## config.mk

```make
export PLATFORM = sky130hd
export DESIGN_NAME = rtc_core
export DESIGN_NICKNAME = d
export VERILOG_FILES = /design/src/design/rtc_trim_pkg.sv /design/src/design/calendar_step.sv /design/src/design/rtc_core.sv
export VERILOG_INCLUDE_DIRS = /design/src /design/src/design
export SDC_FILE = /design/constraint.sdc
export NUM_CORES = 1
export LEC_CHECK = 0
export BUFFER_PORTS_ARGS = -buffer_cell sky130_fd_sc_hd__buf_2
export CAP_MARGIN = 40
export CORE_ASPECT_RATIO = 0.6
export CORE_MARGIN = 10
export CORE_UTILIZATION = 40
export CTS_BUF_LIST = sky130_fd_sc_hd__clkbuf_8
export DETAILED_ROUTE_END_ITERATION = 7
export GPL_TIMING_DRIVEN = 0
export PLACE_DENSITY = 0.64
export SETUP_SLACK_MARGIN = 0.5
export SYNTH_ARGS = -nofsm -noshare
export SYNTH_HDL_FRONTEND = slang
export SYNTH_HIERARCHICAL = 1
export SYNTH_SLANG_ARGS = --single-unit
```

## constraint.sdc

```tcl
create_clock -name i_clk -period 3.4 [get_ports i_clk]
set_input_delay 0.17 -clock i_clk [delete_from_list [all_inputs] [get_ports i_clk]]
set_output_delay 0.17 -clock i_clk [all_outputs]
set_load 0.005 [all_outputs]
```

## src/design/rtc_trim_map.svh

```systemverilog
/*
 Register offsets, field positions, reset values and timing figures
 for the timekeeping core.
 Assumes inclusion by bare name from the design modules.
*/
`ifndef RTC_TRIM_MAP_SVH
`define RTC_TRIM_MAP_SVH

// ----------------------------------------------------------------------
// Register offsets
// ----------------------------------------------------------------------
`define RTC_ADDR_SECONDS_AND_HALT 3'h0
`define RTC_ADDR_MINUTES_AND_FAIL_IRQ_ENABLE 3'h1
`define RTC_ADDR_HOURS_COUNT 3'h2
`define RTC_ADDR_WEEKDAY_COUNT 3'h3
`define RTC_ADDR_DAY_OF_MONTH 3'h4
`define RTC_ADDR_CENTURY_AND_MONTH 3'h5
`define RTC_ADDR_YEAR_COUNT 3'h6
`define RTC_ADDR_TRIM_AND_OUTPUT_CONTROL 3'h7
`define RTC_LAST_CLOCK_ADDR 3'h6

// ----------------------------------------------------------------------
// Field positions
// ----------------------------------------------------------------------
`define RTC_OSC_HALT_BIT 7
`define RTC_OSC_FAIL_IRQ_ENABLE_BIT 7
`define RTC_OUT_LEVEL_BIT 7
`define RTC_FREQ_TEST_ENABLE_BIT 6
`define RTC_TRIM_SIGN_BIT 5
`define RTC_TRIM_MAG_MSB 4
`define RTC_TRIM_MAG_LSB 0
`define RTC_CENTURY_CODE_MSB 7
`define RTC_CENTURY_CODE_LSB 6
`define RTC_FT_DIV_BIT 5

// ----------------------------------------------------------------------
// Writable bits per offset
// ----------------------------------------------------------------------
`define RTC_MASK_SECONDS 8'hff
`define RTC_MASK_MINUTES 8'hff
`define RTC_MASK_HOURS 8'h3f
`define RTC_MASK_WEEKDAY 8'h07
`define RTC_MASK_DATE 8'h3f
`define RTC_MASK_MONTH 8'hdf
`define RTC_MASK_YEAR 8'hff
`define RTC_MASK_TRIM 8'hff

// ----------------------------------------------------------------------
// Reset values
// ----------------------------------------------------------------------
`define RTC_CLOCK_RESET 8'h00
`define RTC_TRIM_RESET 8'h80

// ----------------------------------------------------------------------
// Divider chain and timing
// ----------------------------------------------------------------------
`define RTC_STAGE_LAST 9'h0ff
`define RTC_STAGE_LONG_LAST 9'h17f
`define RTC_STAGE_STEP 7'h01
`define RTC_STAGE_SPLIT_STEP 7'h02
`define RTC_SEC_IN_MIN_LAST 6'h3b
`define RTC_CLK_NS 25
`define RTC_OSC_STOP_NS 122070

`endif

```

## src/design/rtc_trim_pkg.sv

```systemverilog
/*
 Types shared by the timekeeping core.
 Assumes the map header supplies all figures.
*/
package rtc_trim_pkg;

   typedef logic [7:0] reg_byte_t;

   typedef struct packed {
      logic [2:0] osc_sync;
      logic osc_level;
      logic [15:0] idle_cnt;
      logic stopped;
      logic [5:0] raw_div;
      logic [8:0] presc;
      logic [6:0] sub;
      logic [5:0] sec_in_min;
      logic [5:0] min_in_cycle;
      logic pending;
      logic [7:0][7:0] regs;
      reg_byte_t rd_data;
      logic irq_oe;
      logic ft_oe;
      logic pin_low;
   } rtc_state_t;

endpackage

```

## src/design/calendar_step.sv

```systemverilog
/*
 One-second advance of the BCD time and date bytes with carries,
 month lengths, leap years and century count.
 Assumes bytes hold legal BCD values; purely combinational.
*/
`timescale 1ns/100ps
`default_nettype none
`include "rtc_trim_map.svh"

module calendar_step (
   input wire logic [7:0] i_sec,
   input wire logic [7:0] i_min,
   input wire logic [7:0] i_hour,
   input wire logic [7:0] i_wday,
   input wire logic [7:0] i_date,
   input wire logic [7:0] i_mon,
   input wire logic [7:0] i_year,
   output logic [7:0] o_sec,
   output logic [7:0] o_min,
   output logic [7:0] o_hour,
   output logic [7:0] o_wday,
   output logic [7:0] o_date,
   output logic [7:0] o_mon,
   output logic [7:0] o_year
);

   function automatic logic [7:0] bcd_inc(input logic [7:0] v);
      if (v[3:0] == 4'h9) begin
         return {4'(v[7:4] + 4'h1), 4'h0};
      end
      return {v[7:4], 4'(v[3:0] + 4'h1)};
   endfunction

   logic c_min, c_hour, c_day, c_mon, c_year, c_cent, leap;
   logic [1:0] century;
   logic [7:0] last_date;

   always_comb begin
      century = i_mon[`RTC_CENTURY_CODE_MSB:`RTC_CENTURY_CODE_LSB];
      // Leap when year divisible by four; 00 only in century code zero
      leap = (i_year[4] ? (i_year[3:0] == 4'h2 || i_year[3:0] == 4'h6)
                        : (i_year[3:0] == 4'h0 || i_year[3:0] == 4'h4 || i_year[3:0] == 4'h8))
             && (i_year != 8'h00 || century == 2'h0);
      if (i_mon[4:0] == 5'h02) begin
         last_date = leap ? 8'h29 : 8'h28;
      end else if (i_mon[4:0] == 5'h04 || i_mon[4:0] == 5'h06 || i_mon[4:0] == 5'h09 || i_mon[4:0] == 5'h11) begin
         last_date = 8'h30;
      end else begin
         last_date = 8'h31;
      end
      c_min = i_sec[6:0] == 7'h59;
      c_hour = c_min && i_min[6:0] == 7'h59;
      c_day = c_hour && i_hour[5:0] == 6'h23;
      c_mon = c_day && i_date[5:0] == last_date[5:0];
      c_year = c_mon && i_mon[4:0] == 5'h12;
      c_cent = c_year && i_year == 8'h99;
      o_sec = {i_sec[7], c_min ? 7'h00 : 7'(bcd_inc({1'b0, i_sec[6:0]}))};
      o_min = i_min;
      o_hour = i_hour;
      o_wday = i_wday;
      o_date = i_date;
      o_mon = i_mon;
      o_year = i_year;
      if (c_min) begin
         o_min = {i_min[7], c_hour ? 7'h00 : 7'(bcd_inc({1'b0, i_min[6:0]}))};
      end
      if (c_hour) begin
         o_hour = c_day ? 8'h00 : bcd_inc({2'h0, i_hour[5:0]});
      end
      if (c_day) begin
         o_wday = (i_wday[2:0] == 3'h7) ? 8'h01 : {5'h00, 3'(i_wday[2:0] + 3'h1)};
         o_date = c_mon ? 8'h01 : bcd_inc({2'h0, i_date[5:0]});
      end
      if (c_mon) begin
         o_mon = {2'(century + {1'b0, c_cent}), 1'b0,
                  c_year ? 5'h01 : 5'(bcd_inc({3'h0, i_mon[4:0]}))};
      end
      if (c_year) begin
         o_year = c_cent ? 8'h00 : bcd_inc(i_year);
      end
   end

endmodule
`default_nettype wire

```

## src/design/rtc_core.sv

```systemverilog
/*
 Timekeeping core: eight-byte register file, divider chain with
 pulse trim at the divide-by-256 stage, 512 Hz test pin, shared
 level/interrupt pin and oscillator stop detection.
 Assumes a serial bus engine on the same clock drives the register
 port, and the crystal oscillator output arrives as an async pin.
*/
// Contract
// - Trim only at divide-by-256 stage
// - Five-bit trim magnitude at offset seven
// - Bit 5 selects faster or slower
// - One corrected second per minute, 64-minute cycle
// - Correct first 2N minutes of cycle
// - Step equals +128 or -256 crystal cycles per corrected minute
// - Test pin toggles 512 Hz when enabled
// - Test pin taken before trim
// - Century code counts at year wrap
// - Leap every fourth year, 00 only in century code zero
// - Shared pin follows level bit
// - Shared pin signals oscillator fail
// - Halt bit counts as oscillator stop
// - Fail held until disabled or restarted
// - Power-on: level one, controls zero
// - Halt bit stops oscillator counting
// - Clock write reloads, clears divider
// - Time fields held in BCD
`timescale 1ns/100ps
`default_nettype none
`include "rtc_trim_map.svh"

module rtc_core #(
   parameter int unsigned STOP_CYC = (`RTC_OSC_STOP_NS + `RTC_CLK_NS - 1) / `RTC_CLK_NS,
   parameter int unsigned STAGE_LAST = `RTC_STAGE_LAST
) (
   input wire logic i_clk,
   input wire logic i_reset,
   input wire logic i_osc_in,
   input wire logic [2:0] i_addr,
   input wire logic i_wr_en,
   input wire logic [7:0] i_wr_data,
   input wire logic i_clock_read_hold,
   output logic [7:0] o_rd_data,
   output logic o_osc_stopped,
   output logic o_fail_irq_or_level_pin_o,
   output logic o_fail_irq_or_level_pin_oe,
   output logic o_freq_test_pin_o,
   output logic o_freq_test_pin_oe
);

   // ----------------------------------------------------------------------
   // Parameter check
   // ----------------------------------------------------------------------
   if (STOP_CYC < 2 || STOP_CYC > 65535) begin : g_bad_stop_cyc
      $error("STOP_CYC must lie in 2..65535");
   end
   if (STAGE_LAST < 1 || STAGE_LAST > 255) begin : g_bad_stage_last
      $error("STAGE_LAST must lie in 1..255");
   end

   localparam logic [15:0] STOP_LAST = 16'(STOP_CYC - 1);
   // Shorter stage only to speed up simulation
   localparam logic [8:0] STAGE_END = 9'(STAGE_LAST);
   localparam logic [8:0] STAGE_LONG_END = 9'(STAGE_LAST + `RTC_STAGE_LONG_LAST - `RTC_STAGE_LAST);

   // ----------------------------------------------------------------------
   // State and working signals
   // ----------------------------------------------------------------------
   rtc_trim_pkg::rtc_state_t st_ff;
   rtc_trim_pkg::rtc_state_t nxt_st;

   logic osc_edge;
   logic run_tick;
   logic halt;
   logic fail_en;
   logic out_level;
   logic ft_en;
   logic trim_sign;
   logic [4:0] trim_mag;
   logic osc_fail;
   logic corr_sec;
   logic [8:0] stage_last;
   logic [6:0] stage_step;
   logic [7:0] sub_sum;
   logic sec_pulse;
   logic due;
   logic clock_wr;
   logic [7:0] adv_sec, adv_min, adv_hour, adv_wday, adv_date, adv_mon, adv_year;

   function automatic logic [7:0] wr_mask(input logic [2:0] a);
      unique case (a)
         `RTC_ADDR_SECONDS_AND_HALT: return `RTC_MASK_SECONDS;
         `RTC_ADDR_MINUTES_AND_FAIL_IRQ_ENABLE: return `RTC_MASK_MINUTES;
         `RTC_ADDR_HOURS_COUNT: return `RTC_MASK_HOURS;
         `RTC_ADDR_WEEKDAY_COUNT: return `RTC_MASK_WEEKDAY;
         `RTC_ADDR_DAY_OF_MONTH: return `RTC_MASK_DATE;
         `RTC_ADDR_CENTURY_AND_MONTH: return `RTC_MASK_MONTH;
         `RTC_ADDR_YEAR_COUNT: return `RTC_MASK_YEAR;
         `RTC_ADDR_TRIM_AND_OUTPUT_CONTROL: return `RTC_MASK_TRIM;
      endcase
   endfunction

   // ----------------------------------------------------------------------
   // Calendar advance
   // ----------------------------------------------------------------------
   calendar_step u_calendar_step (
      .i_sec(st_ff.regs[`RTC_ADDR_SECONDS_AND_HALT]),
      .i_min(st_ff.regs[`RTC_ADDR_MINUTES_AND_FAIL_IRQ_ENABLE]),
      .i_hour(st_ff.regs[`RTC_ADDR_HOURS_COUNT]),
      .i_wday(st_ff.regs[`RTC_ADDR_WEEKDAY_COUNT]),
      .i_date(st_ff.regs[`RTC_ADDR_DAY_OF_MONTH]),
      .i_mon(st_ff.regs[`RTC_ADDR_CENTURY_AND_MONTH]),
      .i_year(st_ff.regs[`RTC_ADDR_YEAR_COUNT]),
      .o_sec(adv_sec),
      .o_min(adv_min),
      .o_hour(adv_hour),
      .o_wday(adv_wday),
      .o_date(adv_date),
      .o_mon(adv_mon),
      .o_year(adv_year)
   );

   // ----------------------------------------------------------------------
   // Next-state logic
   // ----------------------------------------------------------------------
   always_comb begin
      nxt_st = st_ff;

      // Control fields
      halt = st_ff.regs[`RTC_ADDR_SECONDS_AND_HALT][`RTC_OSC_HALT_BIT];
      fail_en = st_ff.regs[`RTC_ADDR_MINUTES_AND_FAIL_IRQ_ENABLE][`RTC_OSC_FAIL_IRQ_ENABLE_BIT];
      out_level = st_ff.regs[`RTC_ADDR_TRIM_AND_OUTPUT_CONTROL][`RTC_OUT_LEVEL_BIT];
      ft_en = st_ff.regs[`RTC_ADDR_TRIM_AND_OUTPUT_CONTROL][`RTC_FREQ_TEST_ENABLE_BIT];
      trim_sign = st_ff.regs[`RTC_ADDR_TRIM_AND_OUTPUT_CONTROL][`RTC_TRIM_SIGN_BIT];
      trim_mag = st_ff.regs[`RTC_ADDR_TRIM_AND_OUTPUT_CONTROL][`RTC_TRIM_MAG_MSB:`RTC_TRIM_MAG_LSB];

      // Oscillator pin: three flops, edge once second and third agree
      nxt_st.osc_sync = {st_ff.osc_sync[1:0], i_osc_in};
      osc_edge = 1'b0;
      if (st_ff.osc_sync[1] == st_ff.osc_sync[2] && st_ff.osc_sync[2] != st_ff.osc_level) begin
         nxt_st.osc_level = st_ff.osc_sync[2];
         osc_edge = st_ff.osc_sync[2];
      end
      run_tick = osc_edge & ~halt;

      // Stop detection: no rising edge within the timeout
      if (osc_edge) begin
         nxt_st.idle_cnt = 16'h0000;
         nxt_st.stopped = 1'b0;
      end else if (st_ff.idle_cnt != STOP_LAST) begin
         nxt_st.idle_cnt = 16'(st_ff.idle_cnt + 16'h0001);
      end else begin
         nxt_st.stopped = 1'b1;
      end
      osc_fail = halt | st_ff.stopped;

      // Untrimmed divider for the test pin
      if (osc_edge) begin
         nxt_st.raw_div = 6'(st_ff.raw_div + 6'h01);
      end

      // Trim window: first 2N minutes, first second, first stage period
      corr_sec = (st_ff.min_in_cycle < {trim_mag, 1'b0})
                 && (st_ff.sec_in_min == 6'h00)
                 && (st_ff.sub == 7'h00);
      // Slower: stage stretched by 128; faster: stage output split in two
      stage_last = (corr_sec && !trim_sign) ? STAGE_LONG_END : STAGE_END;
      stage_step = (corr_sec && trim_sign) ? `RTC_STAGE_SPLIT_STEP : `RTC_STAGE_STEP;
      sub_sum = {1'b0, st_ff.sub} + {1'b0, stage_step};
      sec_pulse = 1'b0;
      if (run_tick) begin
         if (st_ff.presc == stage_last) begin
            nxt_st.presc = 9'h000;
            nxt_st.sub = sub_sum[6:0];
            sec_pulse = sub_sum[7];
         end else begin
            nxt_st.presc = 9'(st_ff.presc + 9'h001);
         end
      end

      // Position inside the 64-minute trim cycle
      if (sec_pulse) begin
         if (st_ff.sec_in_min == `RTC_SEC_IN_MIN_LAST) begin
            nxt_st.sec_in_min = 6'h00;
            nxt_st.min_in_cycle = 6'(st_ff.min_in_cycle + 6'h01);
         end else begin
            nxt_st.sec_in_min = 6'(st_ff.sec_in_min + 6'h01);
         end
      end

      // Seconds update, deferred while a clock byte is being read
      clock_wr = i_wr_en && (i_addr <= `RTC_LAST_CLOCK_ADDR);
      due = sec_pulse | st_ff.pending;
      nxt_st.pending = due && i_clock_read_hold && !clock_wr;
      if (due && !i_clock_read_hold && !clock_wr) begin
         nxt_st.regs[`RTC_ADDR_SECONDS_AND_HALT] = adv_sec;
         nxt_st.regs[`RTC_ADDR_MINUTES_AND_FAIL_IRQ_ENABLE] = adv_min;
         nxt_st.regs[`RTC_ADDR_HOURS_COUNT] = adv_hour;
         nxt_st.regs[`RTC_ADDR_WEEKDAY_COUNT] = adv_wday;
         nxt_st.regs[`RTC_ADDR_DAY_OF_MONTH] = adv_date;
         nxt_st.regs[`RTC_ADDR_CENTURY_AND_MONTH] = adv_mon;
         nxt_st.regs[`RTC_ADDR_YEAR_COUNT] = adv_year;
      end

      // Register write; any clock byte restarts the divider chain
      if (i_wr_en) begin
         nxt_st.regs[i_addr] = i_wr_data & wr_mask(i_addr);
         if (clock_wr) begin
            nxt_st.presc = 9'h000;
            nxt_st.sub = 7'h00;
         end
      end

      // Read data, one cycle after the address
      nxt_st.rd_data = st_ff.regs[i_addr];

      // Shared pin: fail interrupt when enabled, else level bit
      if (fail_en) begin
         nxt_st.irq_oe = osc_fail;
      end else begin
         nxt_st.irq_oe = ~out_level;
      end

      // Test pin: pulls low on the low half of the 512 Hz square
      if (!halt && out_level && ft_en) begin
         nxt_st.ft_oe = ~st_ff.raw_div[`RTC_FT_DIV_BIT];
      end else begin
         nxt_st.ft_oe = 1'b0;
      end
      nxt_st.pin_low = 1'b0;
   end

   // ----------------------------------------------------------------------
   // State register
   // ----------------------------------------------------------------------
   always_ff @(posedge i_clk) begin
      if (i_reset) begin
         st_ff <= '0;
         st_ff.regs[`RTC_ADDR_SECONDS_AND_HALT] <= `RTC_CLOCK_RESET;
         st_ff.regs[`RTC_ADDR_MINUTES_AND_FAIL_IRQ_ENABLE] <= `RTC_CLOCK_RESET;
         st_ff.regs[`RTC_ADDR_TRIM_AND_OUTPUT_CONTROL] <= `RTC_TRIM_RESET;
      end else begin
         st_ff <= nxt_st;
      end
   end

   // ----------------------------------------------------------------------
   // Outputs
   // ----------------------------------------------------------------------
   assign o_rd_data = st_ff.rd_data;
   assign o_osc_stopped = st_ff.stopped;
   assign o_fail_irq_or_level_pin_o = st_ff.pin_low;
   assign o_fail_irq_or_level_pin_oe = st_ff.irq_oe;
   assign o_freq_test_pin_o = st_ff.pin_low;
   assign o_freq_test_pin_oe = st_ff.ft_oe;

endmodule
`default_nettype wire

```

==> run_results.csv <==
group,metric,value,unit
run_status,outcome,"completed",
yosys,ys_seq_area_frac,0.3261,
routing,viasPerCell,5.990,
place,place_congestion,1.002,
timing,slew_violations,0,
die,coreArea,19320,um^2
routing,antenna_left,0,
routing,drc,0,
die,num_io_pins,29,
worst_setup_path,critical_path.cell_chain,"inv_2, ha_4, a211oi_2, and4_1, nand3_4, inv_2, ha_4, a21oi_4, and4bb_4, buf_12, o311ai_4, buf_12, buf_8, a31oi_1, a221oi_2",
cells_and_area,fillers,1885,
routing,dr.pass1.iters,6,
place,numPortBuffers,23,
cells_and_area,multiInputGateArea,5320,um^2
routing,post_drt_wl_per_cell,20.14,um
worst_setup_path,worstRegToRegCells,15,
clocking,cts_tree,"done",
worst_setup_path,required,3760,ps
yosys,async_flop_share,0,
worst_setup_path,cp.arrival,3240,ps
global_routing,antenna_found_initial,0,
cells_and_area,final_core_util,0.5041,
timing,max_slew_margin,0.4140,
yosys,synth_cells,994,
timing,fin_tns_setup,0,ps
yosys,synth-edff-count,0,
timing,fin_skew,18.43,ps
clocking,root_buffer,"clkbuf_8",
timing,rsz0062_at_grt,"yes",
die,die_h,129.4,um
routing,drtIter0Drc,998,
timing,hold_viol,0,
power,vdd_drop_max,0.2161,mV
global_routing,grt_pass1_wl,41.99,mm
worst_setup_path,cp.depth,15,
die,fp-row-count,39,
worst_setup_path,critPathMaxFanout,7,
power,p_int,2.335,mW
yosys,synth_warnings,6,
timing,setup_viol,0,
timing,fmax,347.8,MHz
clocking,clock_sinks,130,
power,power_leakage,3.457,nW
cells_and_area,antenna_cells,0,
worst_hold_path,hp-class,"primary input to flop",
die,fp.dieArea,26190,um^2
timing,finalCritPeriodShare,0.8456,
yosys,syn-cell-area,7980,um^2
clocking,htreeDepth,4,
timing,fin_crit,2875,ps
global_routing,grt_use_met3,0.08064,
cells_and_area,fin_area,9742,um^2
worst_setup_path,crit_start,"st_ff[71]",
clocking,cts_buffers,17,
cells_and_area,seq_area,2656,um^2
power,switchingPower,928.0,uW
routing,drt_wl_total,27.27,mm
yosys,postSynthAreaPerCell,8.028,um^2
die,die_x,202.3,um
cells_and_area,nets,1127,
yosys,synth_flop_cell,"dfxtp_1",
clocking,clockBufferDepth,2,
power,swShare,0.2844,
place,placed_cell_area,8439,um^2
global_routing,grt_usage,0.2013,
cells_and_area,syn_to_final_growth,22.08,%
timing,worst_pin_slew,879.0,ps
global_routing,grt_start_max_net_pins,17,
global_routing,grt_pass1_vias,7270,
cells_and_area,drive_above_1_share,0.2151,
run,cap_violations,0,
clocking,clkLatencyLatePin,460,ps
yosys,ys_seq_elements,130,
timing,holdWs,53.84,ps
worst_setup_path,r2r-end,"st_ff[32]",
power,power_frac_clock,0.420,
global_routing,grtUsageMet1,0.2973,
worst_setup_path,r2r_slack,520,ps
yosys,synth_cell_types,82,
worst_setup_path,cp-start-kind,"flop",
worst_setup_path,slowest_delay,350,ps
power,pwr-share-seq,0.491,
worst_setup_path,rr_startpoint,"st_ff[71]",
die,initial_utilization,0.4130,
global_routing,busiest_layer,"met1",
place,hpwl,19.12,mm
global_routing,gr-total-overflow,0,
worst_hold_path,min_from,"i_wr_data[5]",
power,power_density,334.9,nW/um^2
worst_setup_path,critPathKind,"flop to flop",
power,p_comb_frac,0.089,
routing,vias,8111,
worst_setup_path,cp-endpoint,"st_ff[32]",
global_routing,met2_usage,0.2617,
worst_setup_path,cpMaxStageDelayCell,"dfxtp_2",
worst_setup_path,critical_path_buf_inv_count,5,
worst_setup_path,cp-end-kind,"flop",
clocking,path_clk_slew,80,ps
worst_setup_path,cpLargestDelayFamily,"compound AO/OA/AOI/OAI gates",
-- layer usage --
| metal | vias to the layer above | part of all wire |
|---|---|---|
| met4 | 0 | 0.011 |
| met2 | 420 | 0.38 |
| met5 | - | 0 |
| li1 | 3814 | - |
| met3 | 32 | 0.13 |
| met1 | 3845 | 0.47 |
-- power by group through the flow --
stage	Clock [mW]	Combinational, mW	Sequential [mW]
after global routing	1.47	0.313	1.61
after CTS	1.39	0.263	1.60
after detailed placement	0	0.251	1.64
final	1.37	0.291	1.60
after floorplan	0	0.173	1.61
after global placement	0	0.248	1.63
-- cell families (layout without fill, tap and decap cells) --
logic type / count (synthesis) / count (layout) / share of synthesized area
mux: 31 / 31 / 0.04766
buf+inv: 104 / 196 / 0.05817
flops: 130 / 130 / 0.3261
compound gates: 286 / 287 / 0.2371
xor+xnor: 37 / 37 / 0.04061
fa+ha+maj: 36 / 36 / 0.05738
simple gates: 369 / 369 / 0.2325
other cells: 1 / 2 / 0.0004699
-- worst reg2reg max path: stages (launching register included) --
cell	delay [ps]
dfxtp_2	350
inv_2	50
ha_4	240
a211oi_2	220
and4_1	270
nand3_4	100
inv_2	90
ha_4	200
a21oi_4	110
and4bb_4	230
buf_12	140
o311ai_4	80
buf_12	200
buf_8	140
a31oi_1	90
a221oi_2	280
-- cell usage in the layout, fill, tap and decap left out, drive strengths merged, types with 10 or more instances in the layout --
cell type,count
a21oi,42
a221oi,46
a31oi,46
and2,19
buf,86
clkbuf,59
dfxtp,130
ha,35
inv,38
mux2i,23
nand2,91
nand3,30
nand4,22
nor2,115
nor2b,15
o21ai,88
o31ai,15
or2,10
xnor2,15
xor2,22
-- cells in the mapped netlist, types with 9 or more instances --
cell,number,share of area
dfxtp_1,130,0.33
nor2_1,114,0.054
nand2_1,90,0.042
o21ai_0,69,0.043
a221oi_1,46,0.050
a31oi_1,46,0.036
a21oi_1,42,0.026
clkbuf_1,41,0.019
ha_1,35,0.055
inv_1,34,0.016
nand3_1,30,0.019
mux2i_1,22,0.028
nand4_1,22,0.017
xor2_1,22,0.024
o21ai_1,19,0.012
and2_1,16,0.013
buf_4,15,0.014
nor2b_1,15,0.012
xnor2_1,15,0.016
o31ai_1,14,0.013
nand2b_1,9,0.0071
or3_1,9,0.0071
-- worst min-delay path by stage --
stage / endpoint / slack [ps] / depth (start not counted)
final: st_ff[16] / 50 / 3
after global routing: st_ff[16] / 30 / 3
after CTS: st_ff[14] / 20 / 3
after detailed placement: nxt_st[129] / 390 / 2
after global placement: nxt_st[129] / 390 / 2
after floorplan: nxt_st[129] / 300 / 1
-- state kept, by name, indices dropped and copies added, names as in the netlist --
name	cells
fail_en	1
ft_en	1
halt	1
nxt_st	2
o_fail_irq_or_level_pin_oe	1
o_freq_test_pin_oe	1
o_osc_stopped	1
o_rd_data	8
out_level	1
st_ff	113
-- per-stage QoR --
stage	power (mW)	std cells	setup slack [ps]
detailed placement	1.886	1285	-213.5
finish	3.263	1354	524.8
global placement	1.882	1284	-175.4
floorplan	1.787	995	563.2
global route	3.389	1354	386.1
CTS	3.255	1339	477.6
-- layout make-up --
type	instances	area share
Clock buffer	18	0.02543
Multi-Input combinational cell	762	0.5461
Sequential cell	130	0.2727
Clock inverter	14	0.01593
Tap cell	266	0.03416
Timing Repair Buffer	60	0.04958
Buffer	69	0.04264
Inverter	35	0.01349
-- timing repair --
item                                    in CTS  in global routing
gates cloned                                 4                  2
pin swaps                                   15                 67
hold buffers                                 2                  0
endpoints found under the hold margin        2                  0
resized for setup                           80                 71
endpoints found under the setup margin      74                 73
setup buffers                               16                 13
No activity file was read; power rests on OpenSTA's default activity.
